[src/shared/pmux_defines.svh]
// Purpose: offsets, field positions, reset values of the port mux
// Assumes: 32-bit AXI4-Lite word per register
// Notes:   byte registers sit in the low lane
`ifndef PMUX_DEFINES_SVH
`define PMUX_DEFINES_SVH
`define PMUX_OFF_P6_DATA  8'h00
`define PMUX_OFF_P6_DIR   8'h04
`define PMUX_OFF_P7_DATA  8'h08
`define PMUX_OFF_P7_DIR   8'h0C
`define PMUX_OFF_P6_FT    8'h10
`define PMUX_OFF_P6_ST    8'h14
`define PMUX_OFF_P7_FT    8'h18
`define PMUX_OFF_P7_ST    8'h1C
`define PMUX_OFF_P7_TT    8'h20
`define PMUX_OFF_P7_FO    8'h24
`define PMUX_OFF_PULLUP   8'h28
`define PMUX_OFF_PIN_IN   8'h2C
`define PMUX_OFF_ILLEGAL  8'h30
`define PMUX_PU_P7_LSB    8
`define PMUX_P7_OD_MASK   8'h03
`define PMUX_REG_RST      8'h00
`define PMUX_RESP_OKAY    2'h0
`define PMUX_RESP_SLVERR  2'h2
`endif

[src/shared/pmux_pkg.sv]
// Purpose: types of the port six/seven output mux
// Assumes: nothing
// Notes:   one struct holds all state of the top module
package pmux_pkg;
    typedef logic [7:0] pmux_byte_t;
    typedef struct packed {
        pmux_byte_t  p6_dat;
        pmux_byte_t  p6_dir;
        pmux_byte_t  p7_dat;
        pmux_byte_t  p7_dir;
        pmux_byte_t  ft6;
        pmux_byte_t  st6;
        pmux_byte_t  ft7;
        pmux_byte_t  st7;
        pmux_byte_t  tt7;
        pmux_byte_t  fo7;
        pmux_byte_t  pu6;
        pmux_byte_t  pu7;
        logic        aw_full;
        pmux_byte_t  aw_addr;
        logic        w_full;
        logic [31:0] w_data;
        logic [3:0]  w_strb;
        logic        awready;
        logic        wready;
        logic        bvalid;
        logic [1:0]  bresp;
        logic        arready;
        logic        rvalid;
        logic [1:0]  rresp;
        logic [31:0] rdata;
        pmux_byte_t  p6_out;
        pmux_byte_t  p6_oe;
        pmux_byte_t  p7_out;
        pmux_byte_t  p7_oe;
        pmux_byte_t  p6_pu;
        pmux_byte_t  p7_pu;
    } pmux_state_s;
    typedef struct packed {
        logic [15:0] s1;
        logic [15:0] s2;
    } pmux_sync_s;
endpackage

[src/verilog/pmux_top.sv]
// Purpose: output-function mux for ports six and seven, AXI4-Lite registers
// Assumes: peripheral outputs come from logic on clk_i
// Notes:   illegal select codes fall back to plain port behaviour
//
// Our own choices: the register addresses and the AXI4-Lite register port.
`timescale 1ns/1ps
`default_nettype none
`include "pmux_defines.svh"
module pmux_top (
    input  wire logic               clk_i,
    input  wire logic               rst_i,
    input  wire logic               ce_i,
    input  wire pmux_pkg::pmux_byte_t s_axi_awaddr_i,
    input  wire logic               s_axi_awvalid_i,
    output logic                    s_axi_awready_o,
    input  wire logic [31:0]        s_axi_wdata_i,
    input  wire logic [3:0]         s_axi_wstrb_i,
    input  wire logic               s_axi_wvalid_i,
    output logic                    s_axi_wready_o,
    output logic [1:0]              s_axi_bresp_o,
    output logic                    s_axi_bvalid_o,
    input  wire logic               s_axi_bready_i,
    input  wire pmux_pkg::pmux_byte_t s_axi_araddr_i,
    input  wire logic               s_axi_arvalid_i,
    output logic                    s_axi_arready_o,
    output logic [31:0]             s_axi_rdata_o,
    output logic [1:0]              s_axi_rresp_o,
    output logic                    s_axi_rvalid_o,
    input  wire logic               s_axi_rready_i,
    input  wire logic               request_to_send_ch0_i,
    input  wire logic               serial_clock_ch0_i,
    input  wire logic               transmit_data_ch0_i,
    input  wire logic               bus_clock_out_ch0_i,
    input  wire logic               simple_serial_tx_ch0_i,
    input  wire logic               request_to_send_ch1_i,
    input  wire logic               serial_clock_ch1_i,
    input  wire logic               transmit_data_ch1_i,
    input  wire logic               bus_clock_out_ch1_i,
    input  wire logic               simple_serial_tx_ch1_i,
    input  wire logic               transmit_data_ch2_i,
    input  wire logic               bus_clock_out_ch2_i,
    input  wire logic               simple_serial_tx_ch2_i,
    input  wire logic               serial_clock_ch2_i,
    input  wire logic               request_to_send_ch2_i,
    input  wire logic               timer_a0_output_i,
    input  wire logic               timer_a1_output_i,
    input  wire logic               timer_a2_output_i,
    input  wire logic               timer_a3_output_i,
    input  wire logic               motor_phase_v_i,
    input  wire logic               motor_phase_v_n_i,
    input  wire logic               motor_phase_w_i,
    input  wire logic               motor_phase_w_n_i,
    input  wire logic               intelligent_serial_tx_ch0_i,
    input  wire logic               intelligent_serial_tx_ch1_i,
    input  wire logic               intelligent_serial_clock_ch0_i,
    input  wire logic               intelligent_serial_clock_ch1_i,
    input  wire pmux_pkg::pmux_byte_t p6_in_i,
    input  wire pmux_pkg::pmux_byte_t p7_in_i,
    output pmux_pkg::pmux_byte_t    p6_out_o,
    output pmux_pkg::pmux_byte_t    p6_oe_o,
    output pmux_pkg::pmux_byte_t    p7_out_o,
    output pmux_pkg::pmux_byte_t    p7_oe_o,
    output pmux_pkg::pmux_byte_t    p6_pullup_o,
    output pmux_pkg::pmux_byte_t    p7_pullup_o
);
    import pmux_pkg::*;

    pmux_state_s s_ff;
    pmux_state_s nxt_s;
    logic [15:0] pin_sync;
    pmux_byte_t  p6_per;
    pmux_byte_t  p6_ill;
    pmux_byte_t  p7_per;
    pmux_byte_t  p7_ill;

    pmux_sync2 u_sync (
        .clk_i (clk_i),
        .rst_i (rst_i),
        .ce_i  (ce_i),
        .d_i   ({p7_in_i, p6_in_i}),
        .q_o   (pin_sync)
    );

    function automatic logic mapped(input pmux_byte_t a);
        case (a)
            `PMUX_OFF_P6_DATA, `PMUX_OFF_P6_DIR, `PMUX_OFF_P7_DATA, `PMUX_OFF_P7_DIR,
            `PMUX_OFF_P6_FT, `PMUX_OFF_P6_ST, `PMUX_OFF_P7_FT, `PMUX_OFF_P7_ST,
            `PMUX_OFF_P7_TT, `PMUX_OFF_P7_FO, `PMUX_OFF_PULLUP, `PMUX_OFF_PIN_IN,
            `PMUX_OFF_ILLEGAL: mapped = 1'b1;
            default:           mapped = 1'b0;
        endcase
    endfunction

    // peripheral choice per port-six pin
    assign p6_per[0] = request_to_send_ch0_i;
    assign p6_per[1] = serial_clock_ch0_i;
    assign p6_per[2] = s_ff.st6[2] ? simple_serial_tx_ch0_i : bus_clock_out_ch0_i;
    assign p6_per[3] = transmit_data_ch0_i;
    assign p6_per[4] = request_to_send_ch1_i;
    assign p6_per[5] = serial_clock_ch1_i;
    assign p6_per[6] = s_ff.st6[6] ? simple_serial_tx_ch1_i : bus_clock_out_ch1_i;
    assign p6_per[7] = transmit_data_ch1_i;
    // forbidden code on pin 4 is treated as no function
    assign p6_ill    = {3'h0, s_ff.st6[4], 4'h0};

    // peripheral choice per port-seven pin
    assign p7_per[0] = s_ff.st7[0] ? timer_a0_output_i : transmit_data_ch2_i;
    assign p7_per[1] = s_ff.st7[1] ? simple_serial_tx_ch2_i : bus_clock_out_ch2_i;
    assign p7_per[2] = s_ff.st7[2] ? timer_a1_output_i :
                       (s_ff.tt7[2] ? motor_phase_v_i : serial_clock_ch2_i);
    assign p7_per[3] = s_ff.st7[3] ? motor_phase_v_n_i :
                       (s_ff.tt7[3] ? intelligent_serial_tx_ch1_i : request_to_send_ch2_i);
    assign p7_per[4] = s_ff.st7[4] ? motor_phase_w_i :
                       (s_ff.tt7[4] ? intelligent_serial_clock_ch1_i : timer_a2_output_i);
    assign p7_per[5] = motor_phase_w_n_i;
    assign p7_per[6] = s_ff.st7[6] ? timer_a3_output_i : intelligent_serial_tx_ch0_i;
    // third-tier bit 7 belongs to another port and is ignored here
    assign p7_per[7] = intelligent_serial_clock_ch0_i;
    // second tier wins over third tier, so a stale third-tier bit is harmless while the second-tier bit is set
    assign p7_ill[0] = ~s_ff.st7[0] & s_ff.tt7[0];
    assign p7_ill[1] = ~s_ff.st7[1] & s_ff.tt7[1];
    assign p7_ill[4:2] = 3'h0;
    assign p7_ill[5] = s_ff.st7[5];
    assign p7_ill[6] = ~s_ff.st7[6] & (s_ff.tt7[6] | s_ff.fo7[6]);
    assign p7_ill[7] = s_ff.st7[7];

    always_comb begin
        logic       use6;
        logic       use7;
        logic [1:0] resp;
        nxt_s = s_ff;
        use6  = 1'b0;
        use7  = 1'b0;
        resp  = `PMUX_RESP_OKAY;
        if (ce_i) begin
            // pin drive: peripheral only with first tier set and legal code
            for (int i = 0; i < 8; i++) begin
                use6 = s_ff.ft6[i] & ~p6_ill[i];
                use7 = s_ff.ft7[i] & ~p7_ill[i];
                nxt_s.p6_out[i] = use6 ? p6_per[i] : s_ff.p6_dat[i];
                nxt_s.p6_oe[i]  = use6 | s_ff.p6_dir[i];
                nxt_s.p7_out[i] = use7 ? p7_per[i] : s_ff.p7_dat[i];
                nxt_s.p7_oe[i]  = use7 | s_ff.p7_dir[i];
            end
            // open-drain: drive low only, release for high
            nxt_s.p7_oe[1:0]  = nxt_s.p7_oe[1:0] & ~nxt_s.p7_out[1:0];
            nxt_s.p7_out[1:0] = 2'h0;

            // pull-up acts only on undriven pins
            nxt_s.p6_pu = s_ff.pu6 & ~nxt_s.p6_oe;
            nxt_s.p7_pu = s_ff.pu7 & ~nxt_s.p7_oe & ~`PMUX_P7_OD_MASK;

            // write channel
            if (s_axi_awvalid_i && s_ff.awready) begin
                nxt_s.aw_full = 1'b1;
                nxt_s.aw_addr = s_axi_awaddr_i;
            end
            if (s_axi_wvalid_i && s_ff.wready) begin
                nxt_s.w_full = 1'b1;
                nxt_s.w_data = s_axi_wdata_i;
                nxt_s.w_strb = s_axi_wstrb_i;
            end
            if (s_ff.bvalid && s_axi_bready_i) begin
                nxt_s.bvalid = 1'b0;
            end
            if (s_ff.aw_full && s_ff.w_full && !s_ff.bvalid) begin
                resp = mapped(s_ff.aw_addr) ? `PMUX_RESP_OKAY : `PMUX_RESP_SLVERR;
                if (s_ff.w_strb[0]) begin
                    case (s_ff.aw_addr)
                        `PMUX_OFF_P6_DATA: nxt_s.p6_dat = s_ff.w_data[7:0];
                        `PMUX_OFF_P6_DIR:  nxt_s.p6_dir = s_ff.w_data[7:0];
                        `PMUX_OFF_P7_DATA: nxt_s.p7_dat = s_ff.w_data[7:0];
                        `PMUX_OFF_P7_DIR:  nxt_s.p7_dir = s_ff.w_data[7:0];
                        `PMUX_OFF_P6_FT:   nxt_s.ft6    = s_ff.w_data[7:0];
                        `PMUX_OFF_P6_ST:   nxt_s.st6    = s_ff.w_data[7:0];
                        `PMUX_OFF_P7_FT:   nxt_s.ft7    = s_ff.w_data[7:0];
                        `PMUX_OFF_P7_ST:   nxt_s.st7    = s_ff.w_data[7:0];
                        `PMUX_OFF_P7_TT:   nxt_s.tt7    = s_ff.w_data[7:0];
                        `PMUX_OFF_P7_FO:   nxt_s.fo7    = s_ff.w_data[7:0];
                        `PMUX_OFF_PULLUP:  nxt_s.pu6    = s_ff.w_data[7:0];
                        default: ;
                    endcase
                end
                if (s_ff.w_strb[1] && s_ff.aw_addr == `PMUX_OFF_PULLUP) begin
                    // pins 0,1 of port seven keep no pull-up bit
                    nxt_s.pu7 = s_ff.w_data[`PMUX_PU_P7_LSB +: 8] & ~`PMUX_P7_OD_MASK;
                end
                nxt_s.aw_full = 1'b0;
                nxt_s.w_full  = 1'b0;
                nxt_s.bvalid  = 1'b1;
                nxt_s.bresp   = resp;
            end
            nxt_s.awready = !nxt_s.aw_full;
            nxt_s.wready  = !nxt_s.w_full;

            // read channel
            if (s_ff.rvalid && s_axi_rready_i) begin
                nxt_s.rvalid = 1'b0;
            end
            if (s_axi_arvalid_i && s_ff.arready) begin
                nxt_s.rvalid = 1'b1;
                nxt_s.rresp  = mapped(s_axi_araddr_i) ? `PMUX_RESP_OKAY : `PMUX_RESP_SLVERR;
                case (s_axi_araddr_i)
                    `PMUX_OFF_P6_DATA: nxt_s.rdata = {24'h0, s_ff.p6_dat};
                    `PMUX_OFF_P6_DIR:  nxt_s.rdata = {24'h0, s_ff.p6_dir};
                    `PMUX_OFF_P7_DATA: nxt_s.rdata = {24'h0, s_ff.p7_dat};
                    `PMUX_OFF_P7_DIR:  nxt_s.rdata = {24'h0, s_ff.p7_dir};
                    `PMUX_OFF_P6_FT:   nxt_s.rdata = {24'h0, s_ff.ft6};
                    `PMUX_OFF_P6_ST:   nxt_s.rdata = {24'h0, s_ff.st6};
                    `PMUX_OFF_P7_FT:   nxt_s.rdata = {24'h0, s_ff.ft7};
                    `PMUX_OFF_P7_ST:   nxt_s.rdata = {24'h0, s_ff.st7};
                    `PMUX_OFF_P7_TT:   nxt_s.rdata = {24'h0, s_ff.tt7};
                    `PMUX_OFF_P7_FO:   nxt_s.rdata = {24'h0, s_ff.fo7};
                    // port-seven pins 0,1 pull-up positions always read zero
                    `PMUX_OFF_PULLUP:  nxt_s.rdata = {16'h0, s_ff.pu7, s_ff.pu6};
                    `PMUX_OFF_PIN_IN:  nxt_s.rdata = {16'h0, pin_sync};
                    `PMUX_OFF_ILLEGAL: nxt_s.rdata = {16'h0, p7_ill, p6_ill};
                    default:           nxt_s.rdata = 32'h0;
                endcase
            end
            nxt_s.arready = !nxt_s.rvalid;
        end
    end

    always_ff @(posedge clk_i or posedge rst_i) begin
        if (rst_i) begin
            s_ff <= '0;
        end else begin
            s_ff <= nxt_s;
        end
    end

    assign s_axi_awready_o = s_ff.awready;
    assign s_axi_wready_o  = s_ff.wready;
    assign s_axi_bvalid_o  = s_ff.bvalid;
    assign s_axi_bresp_o   = s_ff.bresp;
    assign s_axi_arready_o = s_ff.arready;
    assign s_axi_rvalid_o  = s_ff.rvalid;
    assign s_axi_rresp_o   = s_ff.rresp;
    assign s_axi_rdata_o   = s_ff.rdata;
    assign p6_out_o        = s_ff.p6_out;
    assign p6_oe_o         = s_ff.p6_oe;
    assign p7_out_o        = s_ff.p7_out;
    assign p7_oe_o         = s_ff.p7_oe;
    assign p6_pullup_o     = s_ff.p6_pu;
    assign p7_pullup_o     = s_ff.p7_pu;
endmodule
`default_nettype wire

[src/verilog/pmux_sync2.sv]
// Purpose: two-flop synchroniser for the pin inputs
// Assumes: pins are asynchronous to clk_i
// Notes:   first stage feeds only the second stage
`timescale 1ns/1ps
`default_nettype none
module pmux_sync2 (
    input  wire logic        clk_i,
    input  wire logic        rst_i,
    input  wire logic        ce_i,
    input  wire logic [15:0] d_i,
    output logic      [15:0] q_o
);
    import pmux_pkg::*;
    pmux_sync_s s_ff;
    pmux_sync_s nxt_s;
    always_comb begin
        nxt_s = s_ff;
        if (ce_i) begin
            nxt_s.s1 = d_i;
            nxt_s.s2 = s_ff.s1;
        end
    end
    always_ff @(posedge clk_i or posedge rst_i) begin
        if (rst_i) begin
            s_ff <= '0;
        end else begin
            s_ff <= nxt_s;
        end
    end
    assign q_o = s_ff.s2;
endmodule
`default_nettype wire

[config.mk]
export PLATFORM = sky130hd
export DESIGN_NAME = pmux_top
export DESIGN_NICKNAME = d
export VERILOG_FILES = /design/src/shared/pmux_pkg.sv /design/src/verilog/pmux_top.sv /design/src/verilog/pmux_sync2.sv
export VERILOG_INCLUDE_DIRS = /design/src /design/src/shared
export SDC_FILE = /design/constraint.sdc
export NUM_CORES = 1
export LEC_CHECK = 0
export BUFFER_PORTS_ARGS = -buffer_cell sky130_fd_sc_hd__buf_4
export CORE_UTILIZATION = 40
export DETAILED_ROUTE_END_ITERATION = 8
export GPL_TIMING_DRIVEN = 0
export PLACE_DENSITY_LB_ADDON = 0.25
export SLEW_MARGIN = 0
export SYNTH_ARGS = -nofsm -noshare
export SYNTH_HDL_FRONTEND = slang
export SYNTH_SLANG_ARGS = --single-unit
[constraint.sdc]
create_clock -name clk_i -period 10 [get_ports clk_i]
set_input_delay 2 -clock clk_i [delete_from_list [all_inputs] [get_ports clk_i]]
set_output_delay 2 -clock clk_i [all_outputs]
set_load 0.02 [all_outputs]
Word level (Yosys, flattened, before mapping)
Memory sizes are Yosys's and may differ from the RTL's.
Cells that the tools add are included.
- flip-flop bits (word level): 259
- memory bits (read-only): 128
- input bits: 103
- memories: 2
- equality and inequality tests: 37
- mux-type cells: 60
- bitwise logic cells: 41
- reductions and logical operators: 34
- memory list (memory ; words ; bits a word ; read ports ; clocked after Yosys merged registers in ; wr ports ; line ; text):
    (name not given) ; 64 ; 1 ; 1 ; 0 ; 0 ; pmux_top.sv:85 ; case (a)
    (name not given) ; 64 ; 1 ; 1 ; 0 ; 0 ; pmux_top.sv:85 ;
- operator list (kind ; count):
    $pmux 16 s13 ; 1
    $mux 97 ; 2
    $mux 8 ; 12
    $mux 88 ; 1
    $mux 35 ; 2
    $eq 8x5->1 const B ; 8
    $eq 8x6->1 const B ; 8
    $reduce_and 4->1 ; 11
    $mux 1 ; 37
    $mux 37 ; 1
    $eq 8x4->1 const B ; 4
    $ne 2x1->1 const B ; 15
    $or 1x1->1 ; 17
    $and 8x8->8 ; 2
    $eq 8x3->1 const B ; 2
    $logic_not 8->1 ; 2
    $not 8->8 ; 2
    $reduce_and 2->1 ; 5
    $and 1x1->1 ; 9
    $mux 9 ; 1
    $not 1->1 ; 9
    $logic_and 1x1->1 ; 8
    $logic_not 1->1 ; 4
    $logic_not 2->1 ; 2
    6 further kinds ; 7

Logic depth before layout (Yosys ltp)
Gate-level depths: netlist of run 1.
- depth in word-level cells: 9
- mapped depth: 7
- mapped depth without buffers: 5

Cells and area by module
From an unflattened synthesis of run 1, not the netlist that was laid out.
- cells, all modules: 1012
- area, all modules: 10601.4 um2
- modules (own cells, without submodules) (module ; times used ; cells an instance ; area each (um2) ; sequential area each (um2)):
    pmux_top ; 1 ; 927 ; 9132.5 ; 4679.5
    pmux_sync2 ; 1 ; 85 ; 1468.9 ; 800.8

Worst setup path after synthesis of run 1
Ideal clock, no wire load.
- kind: input to register
- start point: input s_axi_araddr_i[6]
- end point: register s_ff (netlist bit s_axi_rdata_o[6])
- library setup time: 0.076 ns
- data arrival time: 3.351 ns
- setup slack: 6.573 ns
- stages on the path: 6
- cells stage by stage: buf_4 or4_4 or3_4 o22ai_1 a211oi_1 o21ai_1
- longest elaborated chain between the ends: 4
- RTL lines (element ; line ; text):
    start, declared ; pmux_top.sv:23 ; input wire pmux_pkg::pmux_byte_t s_axi_araddr_i,
    $eq 8x6->1 (tied with other cells) ; pmux_top.sv:203 ; case (s_axi_araddr_i)
    $pmux 16 s13 (*) ; pmux_top.sv:203 ;
    $mux 35 (*) ; pmux_top.sv:200 ; if (s_axi_arvalid_i && s_ff.arready) begin
    $mux 35 (*) ; pmux_top.sv:135 ; if (ce_i) begin
    end signal, assigned ; pmux_top.sv:229 ; s_ff <= nxt_s;
    end, declared ; pmux_top.sv:68 ; pmux_state_s s_ff;
Every way passes the cells marked *; elsewhere a longest branch is shown, timed or not. The select of a mux whose other input is x is not followed.
A chain may end at the register's enable or synchronous reset.

Worst setup path in the final report of run 1
- start point: input s_axi_araddr_i[3]
- end point: register s_ff (netlist bit s_axi_rdata_o[1])
Same word-level chain as after synthesis.

==> results of run 1 <==
==> sequential cells by signal (all words and copies together) (netlist names), 2 cells and up <==
| signal | cells |
|---|---|
| p7_pullup_o | 6 |
| p6_out_o | 8 |
| p6_oe_o | 8 |
| s_axi_rdata_o | 16 |
| u_sync.s_ff | 16 |
| p7_out_o | 6 |
| u_sync.q_o | 16 |
| p6_pullup_o | 8 |
| s_ff | 117 |
| p7_ill | 2 |
| p7_oe_o | 8 |
==> synth_stat cells (all sizes together), types with 3 or more instances <==
| master | n | area (um^2) |
|---|---|---|
| clkbuf | 28 | 107.6 |
| nand2 | 119 | 446.7 |
| o22ai | 4 | 25.02 |
| nor4 | 6 | 52.55 |
| buf | 103 | 742.0 |
| a22o | 5 | 43.79 |
| mux2 | 95 | 1070 |
| nor2b | 11 | 68.82 |
| or3 | 3 | 23.77 |
| nand3 | 28 | 140.1 |
| nor2 | 59 | 221.5 |
| or4 | 4 | 37.53 |
| o211ai | 3 | 22.52 |
| nand4 | 4 | 25.02 |
| and2 | 11 | 68.82 |
| a22oi | 16 | 120.1 |
| inv | 22 | 82.58 |
| nor3b | 3 | 27.52 |
| a31oi | 9 | 56.30 |
| nand3b | 4 | 30.03 |
| nor3 | 5 | 41.29 |
| a21oi | 44 | 220.2 |
| o21ai | 102 | 510.5 |
| dfrtp | 219 | 5480 |
| mux4 | 3 | 67.56 |
| mux2i | 34 | 340.3 |
| a32oi | 5 | 43.79 |
| nor4b | 5 | 56.31 |
==> through the flow <==
| step | worst slack, ns | utilization | setup TNS [ns] | std cells | cell area (um^2) |
|---|---|---|---|---|---|
| 2_1_floorplan | 2.007 | - | 0 | 1002 | 10470 |
| 3_3_place_gp | -0.4220 | 0.4727 | -88.63 | 1477 | 11970 |
| 3_5_place_dp | 5.491 | 0.4741 | 0 | 1478 | 12010 |
| 4_1_cts | 6.016 | 0.5064 | 0 | 1519 | 12830 |
| 5_1_grt | 5.945 | 0.5064 | 0 | 1519 | 12830 |
| 6_report | 5.971 | 0.5064 | 0 | 1519 | 12830 |
==> critical path, delay by kind of cell <==
| kind | cells | cell delay (ns) |
|---|---|---|
| AOI/OAI and AO/OA | 2 | 0.99 |
| buffers and inverters | 3 | 1.06 |
| and+or+nand+nor | 1 | 0.35 |
==> power groups by stage <==
stage | Combinational (mW) | Clock, mW | Sequential (mW)
2_1_floorplan | 0.256 | 0 | 1.06
3_3_place_gp | 0.388 | 0 | 1.08
3_5_place_dp | 0.396 | 0 | 1.08
4_1_cts | 0.398 | 0.932 | 1.07
5_1_grt | 0.432 | 0.966 | 1.08
6_report | 0.395 | 0.916 | 1.07
==> final timing paths <==
path	cells after the start	slack [ns]	from	end
worst max-delay path	6	5.97	s_axi_araddr_i[3]	s_axi_rdata_o[1]
worst min-delay path	2	0.48	s_ff[186]	s_ff[186]
worst max register to register	6	7.75	s_ff[133]	s_ff[204]
worst min register to register	2	0.48	s_ff[186]	s_ff[186]
max in group asynchronous	3	7.38	rst_i	u_sync.q_o[12]
min in group asynchronous	2	1.58	rst_i	s_ff[129]
==> per-layer routing <==
layer  GRT usage  up-vias  part of all wire
met3     0.04266       52             0.066
met5           0        -                 0
met1      0.3443     3845              0.46
li1            -     3719                 -
met4     0.07349        0             0.032
met2      0.3665      284              0.44
==> area by class of cell <==
type,count,area [um^2],share of cell area
flip-flops and latches,219,5480,0.4273
multi-input cells,630,4059,0.3165
repair buffers,146,1116,0.08702
plain buffers,131,849.6,0.06624
clock buffers,30,651.9,0.05082
well taps,330,412.9,0.03219
clock inverters,11,166.4,0.01297
inverters,22,90.09,0.007024
==> cell families (layout without fill, tap and decap cells) <==
logic type             after synthesis  in the layout
other                                1             22
and+or+nand+nor                    272            272
muxes                              132            132
AOI/OAI and AO/OA                  204            204
DFF                                219            219
buffers and inverters              153            340
==> flow_metrics.py, run 1 <==
metrics = {
    "global_route": {
        "grt_pass1_wl_um": 47310,
        "grt_max_degree": 118,
        "grt_overflow": 0,
        "antenna_found_initial": 0,
        "grt_usage": 0.2396,
        "first_global_vias": 7697,
    },
    "synth": {
        "synthMuxAreaShare": 0.1422,
        "seq_area_frac_synth": 0.5273,
        "synth-xor-area-share": 0,
        "syn-cell-area_um2": 10390,
        "synthAdderAreaFrac": 0,
        "ys_ff_latch": 219,
        "async_flop_share": 1.000,
        "synth_compound_area_frac": 0.1137,
        "synth-main-ff-cell": "dfrtp_1",
        "yosys_warnings": 0,
        "syn_inst": 981,
        "synth_area_per_cell_um2": 10.59,
        "synth_edf_count": 0,
        "synthDistinctLibCells": 62,
        "yosys.area_share.simple": 0.1268,
        "synth_top_family_by_area": "multiplexers",
    },
    "final_layout": {
        "fillCellCount": 2377,
        "most-common-layout-cells": "buf_4, dfrtp_1, nand2_1",
        "areaGrowthSynthToFinish_pct": 23.42,
        "mostFrequentLayoutCell": "buf_4",
        "num-nets-final": 1276,
        "drive_gt1_frac": 0.3331,
        "num_antenna_cells": 0,
    },
    "power": {
        "p_comb_frac": 0.166,
        "power_mw": 2.379,
        "p_clk_frac": 0.385,
        "power_switching_mw": 0.6578,
        "switching_share": 0.2765,
        "ir_drop_mv": 0.1272,
        "power_density_nw_per_um2": 185.5,
        "pwr-share-seq": 0.449,
        "power_leakage_nw": 5.834,
        "internal_power_mw": 1.721,
    },
    "sta": {
        "hold_viol": 0,
        "max_freq_ghz": 0.2482,
        "finalHoldWorstSlack_ns": 0.4792,
        "tightest_slew_ns": 1.264,
        "fin_crit_ns": 4.029,
        "setup_viol": 0,
        "rsz0062_at_grt": "no",
        "skew_ns": 0.01074,
        "slew_viol_final": 0,
        "period_share": 0.4029,
        "slew_headroom": 0.1498,
    },
    "clock_network": {
        "htreeDepth": 1,
        "cts_max_path_buffers": 3,
        "cts_tree": "built",
        "cts_buffers": 23,
        "numClockSinks": 219,
        "clock_latency_ns": 0.52,
        "cts_resized": 0,
        "postCtsSetupRepairBufs": 0,
        "clk_pin_slew_ns": 0.06,
        "ctsHoldBuffers": 0,
        "cts-root-buf": "clkbuf_16",
    },
    "critical_path": {
        "critPathArrivalTime_ns": 4.39,
        "end_kind": "register",
        "cp.required_ns": 10.36,
        "slowest_stage": "a2111oi_0",
        "path_cells": "buf_4 -> buf_2 -> buf_1 -> nor2_1 -> a2111oi_0 -> o21ai_1",
        "critPathMaxFanout": 10,
        "crit_type": "primary input to register",
        "cp-start-kind": "primary input",
        "max_stage_delay_ns": 0.88,
    },
    "detailed_routing": {
        "remaining_drc_errors": 0,
        "final_antenna_net_count": 0,
        "vias": 7900,
        "wire_per_inst_um": 20.65,
        "first_pass_iters": 5,
        "finalWirelength_um": 31370,
        "drt_iter0_drc": 552,
        "via_per_inst": 5.201,
    },
    "place": {
        "dp_hpwl_um": 24060,
        "io_buffer_count": 145,
        "gp_congestion": 0.9548,
    },
    "floorplanning": {
        "initial_core_util": 0.4103,
        "core.rowCount": 58,
        "die_w_um": 163.2,
        "ios": 192,
        "die_area_um2": 26630,
        "die_h_um": 163.2,
        "core_area_um2": 25330,
    },
    "min_path": {
        "hold_class": "register to register",
    },
    "run_status": {
        "status": "complete, no violations",
    },
    "run": {
        "maxCapViolCount": 0,
    },
}
No activity file was read; power rests on OpenSTA's default activity.
==> run 2: changes to the inputs <==
- clock period: 10 -> 3.4 ns (I/O delays scaled with it)
==> run 2 against run 1 <==
Cell area grew 0.34%. Critical path depth is the same. Non-clock buffer count grew 5. Clock power grew to 2.8 times the previous value. Global-route usage grew 0.056 points. Combinational power grew to 3.0 times the previous value. Worst hold slack lost 0.25 ns. Sequential share of layout area shrank 0.15 points. Final cell count grew 0.39%. Sequential cell count is the same.
==> flow_metrics.py, run 2 (same netlist as run 1, synthesis figures left out) <==
metrics = {
    "run_status": {
        "status": "complete, no violations",
    },
    "global_route": {
        "grt.busiest_layer": "met2",
        "grt_pass1_wl_um": 47340,
        "antenna_found_initial": 0,
        "grt_use_met1": 0.3496,
        "grt_usage": 0.2402,
        "grt_overflow": 0,
        "first_global_vias": 7712,
        "gr-usage-met3": 0.03479,
        "met2_usage": 0.3596,
        "grt_max_degree": 44,
    },
    "clock_network": {
        "cts_max_path_buffers": 3,
        "cts_buffers": 24,
        "postCtsSetupRepairBufs": 0,
        "clk_pin_slew_ns": 0.06,
        "cts_resized": 0,
        "clock_latency_ns": 0.52,
        "cts-root-buf": "clkbuf_16",
        "ctsHoldBuffers": 0,
        "htreeDepth": 1,
        "cts_tree": "built",
        "numClockSinks": 219,
    },
    "power": {
        "switching_share": 0.2835,
        "power_switching_mw": 1.939,
        "pwr-share-seq": 0.459,
        "internal_power_mw": 4.903,
        "ir_drop_mv": 0.4760,
        "power_leakage_nw": 5.869,
        "power_density_nw_per_um2": 531.6,
        "p_comb_frac": 0.172,
        "p_clk_frac": 0.369,
    },
    "critical_path": {
        "cp-start-kind": "primary input",
        "end_kind": "register",
        "path_cells": "buf_2 -> buf_2 -> clkbuf_1 -> o21ai_0 -> a2111oi_0 -> o21ai_1",
        "cp_top_family": "compound AO/OA/AOI/OAI gates",
        "cp.required_ns": 3.77,
        "cp-startpoint": "s_axi_araddr_i[2]",
        "critPathArrivalTime_ns": 3.15,
        "reg2regPathDepth": 6,
        "worstSetupEndpoint": "s_axi_rdata_o[1]",
        "critPathMaxFanout": 10,
        "slowest_stage": "a2111oi_0",
        "crit_type": "primary input to register",
        "cp_num_cells": 6,
        "path_buf_inv": 3,
        "max_stage_delay_ns": 0.95,
        "rrSetupSlack_ns": 1.12,
        "r2r-start": "s_ff[133]",
        "worstReg2RegEnd": "s_ff[201]",
        "cpMostUsedCell": "buf_2",
    },
    "final_layout": {
        "num-nets-final": 1282,
        "mostFrequentLayoutCell": "buf_4",
        "most-common-layout-cells": "buf_4, dfrtp_1, nand2_1",
        "largest_register_ffs": 117,
        "drive_gt1_frac": 0.3364,
        "design_area_um2": 12870,
        "areaGrowthSynthToFinish_pct": 23.84,
        "top_register": "s_ff",
        "num_antenna_cells": 0,
    },
    "detailed_routing": {
        "final_antenna_net_count": 0,
        "finalWirelength_um": 31230,
        "drt_iter0_drc": 567,
        "remaining_drc_errors": 0,
        "wire_per_inst_um": 20.48,
        "vias": 7920,
        "first_pass_iters": 5,
        "via_per_inst": 5.193,
    },
    "sta": {
        "final.setup.tns_ns": 0,
        "max_freq_ghz": 0.3598,
        "skew_ns": 0.01013,
        "hold_viol": 0,
        "finalHoldWorstSlack_ns": 0.2320,
        "fin_crit_ns": 2.779,
        "rsz0062_at_grt": "no",
        "setup_viol": 0,
        "timing.final.ws_setup_ns": 0.6207,
        "tightest_slew_ns": 1.221,
        "period_share": 0.8174,
        "slew_headroom": 0.1788,
        "slew_viol_final": 0,
    },
    "run": {
        "maxCapViolCount": 0,
    },
    "floorplanning": {
        "die_area_um2": 26630,
        "core_area_um2": 25330,
        "die_h_um": 163.2,
        "initial_core_util": 0.4103,
        "ios": 192,
        "die_w_um": 163.2,
        "core.rowCount": 58,
    },
    "place": {
        "pre_cts_slack_ns": 0.2288,
        "gp_congestion": 0.9334,
        "placed_area_um2": 12100,
        "dp_hpwl_um": 24370,
        "io_buffer_count": 145,
    },
    "min_path": {
        "hold_class": "primary input to asynchronous set/reset pin",
    },
}
run 2: cell count changes in the layout (fill, tap and decap cells not counted), sizes merged:
| cell | before | now |
|---|---|---|
| clkinvlp | 3 | 1 |
| clkinv | 3 | 8 |
| clkbuf | 58 | 62 |
| buf | 249 | 254 |
| bufinv | 4 | 0 |
| inv | 23 | 21 |
run 2: how the worst min path moves through the flow:
stage                endpoint       from  slack (ns)  cells after the start
floorplan           s_ff[186]  s_ff[186]        0.45                      2
global placement    s_ff[183]  s_ff[183]        0.46                      2
detailed placement  s_ff[188]  s_ff[188]        0.47                      2
CTS                  s_ff[89]      rst_i        0.24                      2
global route         s_ff[96]      rst_i        0.26                      2
finish               s_ff[89]      rst_i        0.23                      2
run 2: power by group through the flow:
| stage | Combinational, mW | Sequential (mW) | Clock [mW] |
|---|---|---|---|
| floorplan | 0.754 | 3.12 | 0 |
| global placement | 1.14 | 3.18 | 0 |
| detailed placement | 1.18 | 3.19 | 0 |
| CTS | 1.19 | 3.14 | 2.57 |
| global route | 1.29 | 3.18 | 2.66 |
| finish | 1.18 | 3.14 | 2.52 |
run 2: stage by stage:
step / total power, mW / utilization / cells
after global routing: 7.134 / 0.5082 / 1525
after global placement: 4.317 / 0.4729 / 1477
after floorplan: 3.871 / - / 1002
after CTS: 6.895 / 0.5082 / 1525
final: 6.842 / 0.5082 / 1525
after detailed placement: 4.367 / 0.4776 / 1483
run 2: metal layers:
metal  vias to the layer above  wire [um]
li1                       3745          -
met1                      3827      14410
met2                       290      13800
met3                        58       1827
met4                         0       1183
met5                         -          0
run 2: cell type report:
cell class	instances	area, um^2
timing repair buffer	151	1209
inverter	22	86.33
sequential	219	5480
clock buffer	34	729.5
clock inverter	8	43.79
fill	2351	12460
multi-input combinational	630	4059
tap	330	412.9
buffer	131	849.6
